<file path="src/bmst_pkg.sv">
// package: types and constants for the system-bus master state machine
package bmst_pkg;
   // transfer type encodings on the bus transfer lanes
   localparam logic [1:0] TRAN_ADDR_ONLY = 2'h0;
   localparam logic [1:0] TRAN_NONSEQ = 2'h2;
   localparam logic [1:0] TRAN_SEQ = 2'h3;
   // transfer size and protection defaults
   localparam logic [1:0] SIZE_WORD = 2'h2;
   localparam logic [1:0] PROT_SUPER_DATA = 2'h3;
   // fifo defaults
   localparam int FIFO_DEPTH = 16;
   localparam int WORD_W = 32;
   // six states of the master engine
   typedef enum logic [2:0] {
      ST_IDLE,
      ST_HOLD,
      ST_HANDOVER,
      ST_ACTIVE,
      ST_LAST,
      ST_ERROR
   } mstate_t;
   // latched slave response
   typedef struct packed {
      logic wait_r;
      logic err_r;
      logic last_r;
   } resp_t;
   // transfer request from the dma side
   typedef struct packed {
      logic [31:0] addr;
      logic write;
      logic [31:0] wdata;
   } xreq_t;
endpackage

</file>
<file path="src/word_fifo.sv">
// file: parameterised flip-flop fifo with valid/ready on both sides
`timescale 1ns/1ps
module word_fifo #(
   parameter int WIDTH = 32,
   parameter int DEPTH = 16
) (
   input wire logic clk,
   input wire logic rst,
   input wire logic in_valid,
   output logic in_ready,
   input wire logic [WIDTH-1:0] in_data,
   output logic out_valid,
   input wire logic out_ready,
   output logic [WIDTH-1:0] out_data
);
   localparam int AW = $clog2(DEPTH);
   logic [WIDTH-1:0] mem_r [DEPTH];
   logic [AW-1:0] wp_r;
   logic [AW-1:0] rp_r;
   logic [AW:0] cnt_r;
   wire push = in_valid && in_ready;
   wire pop = out_valid && out_ready;
   assign in_ready = (cnt_r != (AW+1)'(DEPTH));
   assign out_valid = (cnt_r != '0);
   assign out_data = mem_r[rp_r];
   // pointer and count upkeep
   always_ff @(posedge clk) begin
      if (rst) begin
         wp_r <= '0;
         rp_r <= '0;
         cnt_r <= '0;
      end else begin
         if (push) wp_r <= (wp_r == AW'(DEPTH-1)) ? '0 : wp_r + 1'b1;
         if (pop) rp_r <= (rp_r == AW'(DEPTH-1)) ? '0 : rp_r + 1'b1;
         cnt_r <= cnt_r + (AW+1)'(push) - (AW+1)'(pop);
      end
   end
   // storage write
   always_ff @(posedge clk) begin
      if (push) mem_r[wp_r] <= in_data;
   end
endmodule // word_fifo

</file>
<file path="src/asb_master_fsm.sv">
// file: falling-edge system-bus master state machine with read-data fifo
// Operation
// - one control machine, six states, switching on the falling clock edge
// - two granted states handle turnaround; retract is not built
// - internal request high while a transfer is needed, low otherwise
// - outside active only granted/request steer; active follows the response
// - after requesting, drop request and hold lock while grant still needed
// - exit from active uses latched wait, error and last
// - no granted-without-request idle state
// - with grant low in reset, machine leaves reset in idle
// - idle: address-only type, clock enabled, address and data floated
// - hold: address-only type, clock gated, address and data floated
// - handover: sequential type, clock off, address enable from granted
// - active: master type, clock enable from wait, data only on writes
// - transfer-type drivers on only when grant and clock both high
// - one address enable gates address group; separate data enable
// - address and control launched from the rising clock edge
// - sequential write data may launch from the falling edge
// - bus reset acts asynchronously on assertion, except in the read fifo, which clears on the rising edge
// - arbitration request changes in high phase; grant in low phase
// - each cycle: phase one clock low, phase two clock high
`timescale 1ns/1ps
module asb_master_fsm #(
   parameter int WIDTH = bmst_pkg::WORD_W,
   parameter int DEPTH = bmst_pkg::FIFO_DEPTH
) (
   input wire logic BCLK,
   input wire logic BNRES_N,
   input wire logic AGNT,
   output logic AREQ,
   input wire logic BWAIT,
   input wire logic BERROR,
   input wire logic BLAST,
   output logic [31:0] BA_O,
   output logic BA_OE_N,
   output logic BWRITE_O,
   output logic [1:0] BSIZE_O,
   output logic [1:0] BPROT_O,
   output logic BLOK_O,
   output logic [1:0] BTRAN_O,
   output logic BTRAN_OE_N,
   input wire logic [31:0] BD_I,
   output logic [31:0] BD_O,
   output logic BD_OE_N,
   input wire logic XFER_VALID,
   output logic XFER_READY,
   input wire logic [31:0] XFER_ADDR,
   input wire logic XFER_WRITE,
   input wire logic [31:0] XFER_WDATA,
   output logic XFER_ERROR,
   output logic RD_VALID,
   input wire logic RD_READY,
   output logic [WIDTH-1:0] RD_DATA,
   output logic MCLK_EN
);
   bmst_pkg::mstate_t state_r, state_nxt;
   bmst_pkg::resp_t resp_r;
   bmst_pkg::xreq_t cur_r;
   logic gnt_r;
   logic request;
   logic need_r;
   logic areq_r;
   logic lok_r;
   logic [31:0] addr_r;
   logic write_r;
   logic seq_r;
   logic [31:0] wdata_r;
   logic err_r;
   logic fifo_in_ready;
   logic rd_capture_r;
   logic [WIDTH-1:0] rd_word_r;
   wire rst = !BNRES_N;

   // accept a new dma transfer only when idle and the fifo has space
   assign XFER_READY = (state_r == bmst_pkg::ST_IDLE) && !need_r && fifo_in_ready;
   assign request = XFER_VALID && XFER_READY;

   // pending-transfer latch, cleared when the transfer completes
   always_ff @(negedge BCLK or negedge BNRES_N) begin
      if (!BNRES_N) begin
         need_r <= 1'b0;
         cur_r <= '0;
      end else if (request) begin
         need_r <= 1'b1;
         cur_r <= '{addr: XFER_ADDR, write: XFER_WRITE, wdata: XFER_WDATA};
      end else if (state_r == bmst_pkg::ST_LAST || state_r == bmst_pkg::ST_ERROR) begin
         need_r <= 1'b0;
      end
   end

   // response latches, captured on the rising edge at end of phase 1
   // the state register moves half a cycle later, so it never reads a
   // response that is still settling in the low phase
   always_ff @(posedge BCLK or negedge BNRES_N) begin
      if (!BNRES_N) resp_r <= '0;
      else resp_r <= '{wait_r: BWAIT, err_r: BERROR, last_r: BLAST};
   end

   // grant sampled when stable; arbiter changes it in the low phase
   always_ff @(posedge BCLK or negedge BNRES_N) begin
      if (!BNRES_N) gnt_r <= 1'b0;
      else gnt_r <= AGNT;
   end

   // next-state logic; no granted-idle and no retract path
   always_comb begin
      state_nxt = state_r;
      unique case (state_r)
         bmst_pkg::ST_IDLE: begin
            if (request || need_r) state_nxt = gnt_r ? bmst_pkg::ST_HANDOVER : bmst_pkg::ST_HOLD;
         end
         bmst_pkg::ST_HOLD: begin
            if (gnt_r) state_nxt = bmst_pkg::ST_HANDOVER;
         end
         bmst_pkg::ST_HANDOVER: begin
            state_nxt = gnt_r ? bmst_pkg::ST_ACTIVE : bmst_pkg::ST_HOLD;
         end
         bmst_pkg::ST_ACTIVE: begin
            if (resp_r.err_r) state_nxt = bmst_pkg::ST_ERROR;
            else if (resp_r.wait_r) state_nxt = bmst_pkg::ST_ACTIVE;
            else if (resp_r.last_r) state_nxt = bmst_pkg::ST_LAST;
            else state_nxt = bmst_pkg::ST_LAST; // done: single word
         end
         bmst_pkg::ST_LAST: state_nxt = bmst_pkg::ST_IDLE;
         bmst_pkg::ST_ERROR: state_nxt = bmst_pkg::ST_IDLE;
      endcase
   end

   // state register on the falling edge
   always_ff @(negedge BCLK or negedge BNRES_N) begin
      if (!BNRES_N) state_r <= bmst_pkg::ST_IDLE;
      else state_r <= state_nxt;
   end

   // bus not yet owned: request still wanted, lock not yet due
   function automatic logic unowned(input bmst_pkg::mstate_t s);
      return (s == bmst_pkg::ST_HOLD) || (s == bmst_pkg::ST_IDLE);
   endfunction

   // request and lock launched in the high phase from the rising edge
   // request drops once the handover starts; lock keeps the grant after that
   always_ff @(posedge BCLK or negedge BNRES_N) begin
      if (!BNRES_N) begin
         areq_r <= 1'b0;
         lok_r <= 1'b0;
      end else begin
         areq_r <= need_r && unowned(state_r);
         lok_r <= need_r && !unowned(state_r);
      end
   end
   assign AREQ = areq_r;
   assign BLOK_O = lok_r;

   // address and control launched from the rising edge
   always_ff @(posedge BCLK or negedge BNRES_N) begin
      if (!BNRES_N) begin
         addr_r <= '0;
         write_r <= 1'b0;
         seq_r <= 1'b0;
      end else begin
         addr_r <= cur_r.addr;
         write_r <= cur_r.write;
         seq_r <= (state_r == bmst_pkg::ST_ACTIVE);
      end
   end

   // write data launched on the falling edge for early drive
   always_ff @(negedge BCLK or negedge BNRES_N) begin
      if (!BNRES_N) wdata_r <= '0;
      else wdata_r <= cur_r.wdata;
   end

   // per-state actions
   wire in_idle = (state_r == bmst_pkg::ST_IDLE);
   wire in_hold = (state_r == bmst_pkg::ST_HOLD);
   wire in_hand = (state_r == bmst_pkg::ST_HANDOVER);
   wire in_act = (state_r == bmst_pkg::ST_ACTIVE);
   wire addr_en = (in_hand || in_act) && gnt_r && BNRES_N;
   wire data_en = in_act && write_r && BNRES_N;
   wire [1:0] tran_int = in_hand ? bmst_pkg::TRAN_SEQ :
                        in_act ? (seq_r ? bmst_pkg::TRAN_SEQ : bmst_pkg::TRAN_NONSEQ) :
                        bmst_pkg::TRAN_ADDR_ONLY;
   assign MCLK_EN = in_idle ? 1'b1 : (in_act ? !resp_r.wait_r : 1'b0);
   assign BTRAN_O = tran_int;
   assign BTRAN_OE_N = !(AGNT && BCLK && BNRES_N);
   assign BA_OE_N = !addr_en;
   assign BA_O = addr_r;
   assign BWRITE_O = write_r;
   assign BSIZE_O = bmst_pkg::SIZE_WORD;
   assign BPROT_O = bmst_pkg::PROT_SUPER_DATA;
   assign BD_OE_N = !data_en;
   assign BD_O = wdata_r;

   // read data captured at completion into the fifo
   // the word is taken on the falling edge that ends the transfer: the
   // address group is withdrawn on that same edge, so the lanes are no
   // longer valid by the next rising edge when the fifo pushes
   always_ff @(negedge BCLK or negedge BNRES_N) begin
      if (!BNRES_N) begin
         rd_capture_r <= 1'b0;
         rd_word_r <= '0;
         err_r <= 1'b0;
      end else begin
         rd_capture_r <= in_act && !resp_r.wait_r && !resp_r.err_r && !write_r;
         rd_word_r <= BD_I[WIDTH-1:0]; // sampled at the falling edge
         err_r <= (state_nxt == bmst_pkg::ST_ERROR) || (err_r && !request);
      end
   end
   assign XFER_ERROR = err_r;

   word_fifo #(.WIDTH(WIDTH), .DEPTH(DEPTH)) u_rd_fifo (
      .clk(BCLK),
      .rst(rst),
      .in_valid(rd_capture_r),
      .in_ready(fifo_in_ready),
      .in_data(rd_word_r),
      .out_valid(RD_VALID),
      .out_ready(RD_READY),
      .out_data(RD_DATA)
   );
endmodule // asb_master_fsm

</file>
<file path="config.mk">
export PLATFORM = sky130hd
export DESIGN_NAME = asb_master_fsm
export DESIGN_NICKNAME = d
export VERILOG_FILES = /design/src/bmst_pkg.sv /design/src/word_fifo.sv /design/src/asb_master_fsm.sv
export SDC_FILE = /design/constraint.sdc
export NUM_CORES = 1
export LEC_CHECK = 0
export ABC_AREA = 0
export BUFFER_PORTS_ARGS = -buffer_cell sky130_fd_sc_hd__buf_4
export CAP_MARGIN = 30
export CORE_ASPECT_RATIO = 0.9
export CORE_MARGIN = 4
export CORE_UTILIZATION = 50
export CTS_CLUSTER_DIAMETER = 50
export CTS_CLUSTER_SIZE = 10
export DETAILED_ROUTE_END_ITERATION = 8
export GPL_TIMING_DRIVEN = 0
export PLACE_DENSITY = 0.69
export SLEW_MARGIN = 25
export SYNTH_ARGS = -nofsm -noshare
export SYNTH_HDL_FRONTEND = slang
export SYNTH_SLANG_ARGS = --single-unit
</file>
<file path="constraint.sdc">
create_clock -name BCLK -period 9.02 [get_ports BCLK]
set_clock_uncertainty 0.15 [all_clocks]
set_input_delay 0.902 -clock BCLK [delete_from_list [all_inputs] [get_ports BCLK]]
set_output_delay 0.902 -clock BCLK [all_outputs]
set_load 0.01 [all_outputs]
</file>
### Yosys cells after proc, flatten, opt, wreduce, memory -nomap -nowiden

Memories as Yosys holds them, arrays and structs flattened. A register that Yosys moved wholly into a read port is not among the register bits.
Cells that the tools add are included.
W data, S select, Z words.

* memories: 1
* logic and storage cells: 89
* register bits after elaboration: 187
* RAM bits: 512

Memories
* u_rd_fifo.mem_r: depth 16, width 32, read ports 1, clocked after memory_dff 1, write ports 1, line word_fifo.sv:17 `logic [WIDTH-1:0] mem_r [DEPTH];`

* reduce and logical (&&, ||, !) cells: 35
* multiplexer cells: 20
* $add $sub $neg: 4
* eq/ne operators: 9

Operator list (number)
* $logic_and A1 B1 Y1: 17
* $mux W4: 4
* $pmux W3 S5: 1
* $mux W3: 4
* $eq A3 B3 Y1 const B: 3
* $logic_not A1 Y1: 9
* $add A4 B1 Y4 const B: 2
* $eq A4 B4 Y1 const B: 2
* $mux W2: 4
* $mux W1: 7
* $eq A3 B2 Y1 const B: 2
* $add A5 B1 Y5: 1
* $logic_or A1 B1 Y1: 5
* $ne A5 B5 Y1 const B: 1
* $reduce_bool A5 Y1: 1
* $sub A5 B1 Y5: 1
* $eq A3 B1 Y1 const B: 1
* $logic_not A3 Y1: 1
* $reduce_bool A2 Y1: 1
* $reduce_or A2 Y1: 1

### Depth between registers and ports, before layout

* word-level depth: 9
* mapped depth: 14
* gate-level depth less buffers: 14

### Hierarchy

A second synthesis with hierarchy kept.

* cells, all modules: 1193
* area total of the unflattened synthesis: 25664.6 um^2

By module, submodules not included
* word_fifo: sequential area each 15715.1 um^2, instances 1, area an instance 20020.5 um^2, cells each 897
* asb_master_fsm: sequential area each 4354.2 um^2, instances 1, area an instance 5644.2 um^2, cells each 296

==> metrics <==
Adder-Cell Fraction of Synth Area=0.00617; Worst Hold End=resp_r[2]$_DFF_PN0_; Clk pin slew, worst setup/hold paths=approximately 0.060 ns; R2R cell count=7; Synth Area in Compound Gates=0.0264; Iter 0 DRT Violations=1024; first-pass GRT wire length=between 80000 and 90000 um; Final Core Density=0.623; dpl hpwl=between 30000 and 40000 um; CP startpoint kind=flop; Vias=about 13000; number of fill cells=3500; Syn Area/Cell=21.4 um^2; combinational family with the most area after synthesis=multiplexers; Async SR Flop Fraction=0.248; Nets=approximately 1700; worst r2r src=rd_capture_r$_DFF_NN0_; grt total ovfl=0; # IOs=around 220; Final setup viols=0; Max-Cap Viols=0; TritonCTS clock tree=done; Core ar.=50500 um^2; routed vias/inst=roughly 5.6; Post-synth top cells=edfxtp_1, dfrtn_1, mux4_2; simple-gate share of the synthesized area=0.0210; area share of the largest cell type after synthesis=0.602; Worst Path Max Fanout=10; Yosys Warn Count=0; Worst Setup Slack, final=1.41 ns; RSZ-0062 raised after global routing=false; Syn Inst Count=roughly 1200; worst hold path stage count=1; reg2reg end=u_rd_fifo.mem_r[0][17]$_DFFE_PP_; Synth Register Bits=703; die height=roughly 220 um; power density cells=around 280 nW/um^2; Pins Over Slew Limit=0; Overall Power=8.65 mW; multi-input logic area=between 5000 and 6000 um^2; slowest stage delay, CP=~0.55 ns; Place WS=roughly 1.9 ns; crit path cell chain=clkbuf_1 -> nand3_1 -> a21oi_1 -> buf_4; CP delay by family, top=flip-flops; Worst EP arrival=between 6 and 7 ns; Rows=78; die area=around 55000 um^2; RePlAce Congestion=a little under 0.8; Antenna Cells=0; mux share of post-synthesis cell area=0.144; Netlist Area Pre-Place=around 26000 um^2; number of global-route vias before repair=between 10000 and 15000; Final Hold Viols=0; DRT Pass-1 Iters=5; Hold Crit Class=primary input to flop; status=completed; Yosys top cell by area=edfxtp_1; Post-DRT Antenna Nets=0; most common cell in the synthesized netlist=edfxtp_1; synth top area cells=edfxtp_1, dfrtn_1, mux4_2; Hold Startpoint=BWAIT; DRC Markers=0; Post-synth EDFFs=a little over 500; pin count of the biggest net entering global routing=between 80 and 90; setup bufs post-CTS=0; wire per inst=around 25 um; Layout area overhead=23.1%; Post-CTS Hold Buffers=1; worst vdd ir=~0.28 mV; drt total wl=56300 um; Initial Util=0.506; Post-synth top flop=edfxtp_1; leakage power=between 10 and 15 nW; synth unique cells=52; critical path type=flop to output port; worst path bufs/invs=2; Slew @ Worst Pin=0.967 ns; PostCTS Resize Cnt=0; die width=approximately 250 um; Worst Setup End Kind=output port; clk_lat worst skew=0.74 ns; initial antenna violation count=0; worst endpoint required time=~8.0 ns; setup slack, reg-to-reg=between 1.5 and 2 ns; Sequential Area=roughly 20000 um^2; Slew headroom=0.355; layout cell share with drive strength beyond 1=0.371; register area share after synthesis=0.786; xor-xnor portion of the synthesized cell area=0.00137; IO Port Bufs=~210; total track usage=0.212; CP max stage cell=dfrtn_1
==> kinds of logic after synthesis <==
family	count (synthesis)
AO/OA/AOI/OAI	92
XOR/XNOR	4
adder cells (fa/ha/maj)	12
buffers and inverters	77
flip-flops	703
multiplexers	194
other	2
AND/OR/NAND/NOR	108
==> metal layers <==
layer  wire, um  share of wire  GRT usage
met5          0              0          0
met4       1030          0.018     0.0509
met3       5060          0.090     0.0731
met2      27700           0.49      0.336
met1      22600           0.40      0.288
==> stage by stage <==
| stage | TNS (ns) | area, um^2 | std cells | hold slack [ns] |
|---|---|---|---|---|
| 2_1_floorplan | 0 | 25500 | 1194 | 0.159 |
| 3_3_place_gp | -182.91 | 28000 | 2085 | 0.165 |
| 3_5_place_dp | 0 | 28900 | 2129 | 0.171 |
| 4_1_cts | 0 | 31400 | 2283 | 0.0929 |
| 5_1_grt | 0 | 31400 | 2283 | 0.0913 |
| 6_report | 0 | 31400 | 2283 | 0.129 |
==> power by group <==
| group | internal, mW | switching, mW | total [mW] |
|---|---|---|---|
| clock | 1.82 | 1.26 | 3.08 |
| combinational | 0.840 | 0.706 | 1.55 |
| sequential | 3.84 | 0.188 | 4.03 |
==> final cells by class <==
class                      count  share of cell area
timing repair buffer         255              0.0767
buffer                        60             0.00991
tap                          680              0.0271
sequential                   703               0.638
clock inverter                10             0.00318
inverter                      17             0.00203
clock buffer                 144              0.0768
multi-input combinational    414               0.166
==> registers in the layout, summed over array words and instances (netlist names), named ones only <==
signal,cells
u_rd_fifo.rp_r,4
rd_word_r,32
resp_r,2
u_rd_fifo.mem_r,512
cur_r,65
need_r,1
gnt_r,1
state_r,3
BA_O,32
seq_r,1
u_rd_fifo.wp_r,4
BWRITE_O,1
XFER_ERROR,1
AREQ,1
BLOK_O,1
u_rd_fifo.cnt_r,5
BD_O,32
rd_capture_r,1
==> cell usage in the layout, fill, tap and decap left out, drive strengths merged, types with 2 or more instances in the layout <==
| master | netlist | layout |
|---|---|---|
| nand2b | 5 | 5 |
| nand3 | 11 | 11 |
| clkbuf | 27 | 170 |
| clkinvlp | 0 | 2 |
| nor3 | 7 | 7 |
| edfxtp | 512 | 512 |
| a22oi | 64 | 64 |
| and2 | 8 | 8 |
| dfxtp | 17 | 17 |
| nand2 | 46 | 46 |
| nor2b | 5 | 5 |
| clkinv | 0 | 5 |
| a21boi | 4 | 4 |
| a21oi | 7 | 7 |
| dfrtp | 39 | 39 |
| and3b | 2 | 2 |
| dfrtn | 135 | 135 |
| o21ai | 6 | 6 |
| conb | 2 | 4 |
| ha | 11 | 11 |
| buf | 33 | 288 |
| mux2 | 65 | 65 |
| xnor2 | 3 | 3 |
| mux4 | 128 | 128 |
| inv | 17 | 20 |
| nor2 | 16 | 16 |
==> worst reg2reg max path, delay by kind of cell (launching register included) <==
| kind | cells | cell delay, ns |
|---|---|---|
| buffers and inverters | 4 | 0.86 |
| flip-flops | 1 | 0.41 |
| AND/OR/NAND/NOR | 3 | 0.89 |
==> worst max path at each step <==
stage | from | to | slack (ns) | depth (start not counted)
floorplan | rd_capture_r$_DFF_NN0_ | u_rd_fifo.mem_r[0][0]$_DFFE_PP_ | 0.95 | 4
global placement | rd_capture_r$_DFF_NN0_ | u_rd_fifo.mem_r[0][15]$_DFFE_PP_ | -1.49 | 4
detailed placement | rd_capture_r$_DFF_NN0_ | u_rd_fifo.mem_r[0][19]$_DFFE_PP_ | 1.92 | 7
CTS | state_r[1]$_DFF_NN0_ | MCLK_EN | 1.39 | 4
global route | state_r[1]$_DFF_NN0_ | MCLK_EN | 1.31 | 4
finish | state_r[1]$_DFF_NN0_ | MCLK_EN | 1.41 | 4
Power figures use the tool's default switching activity.
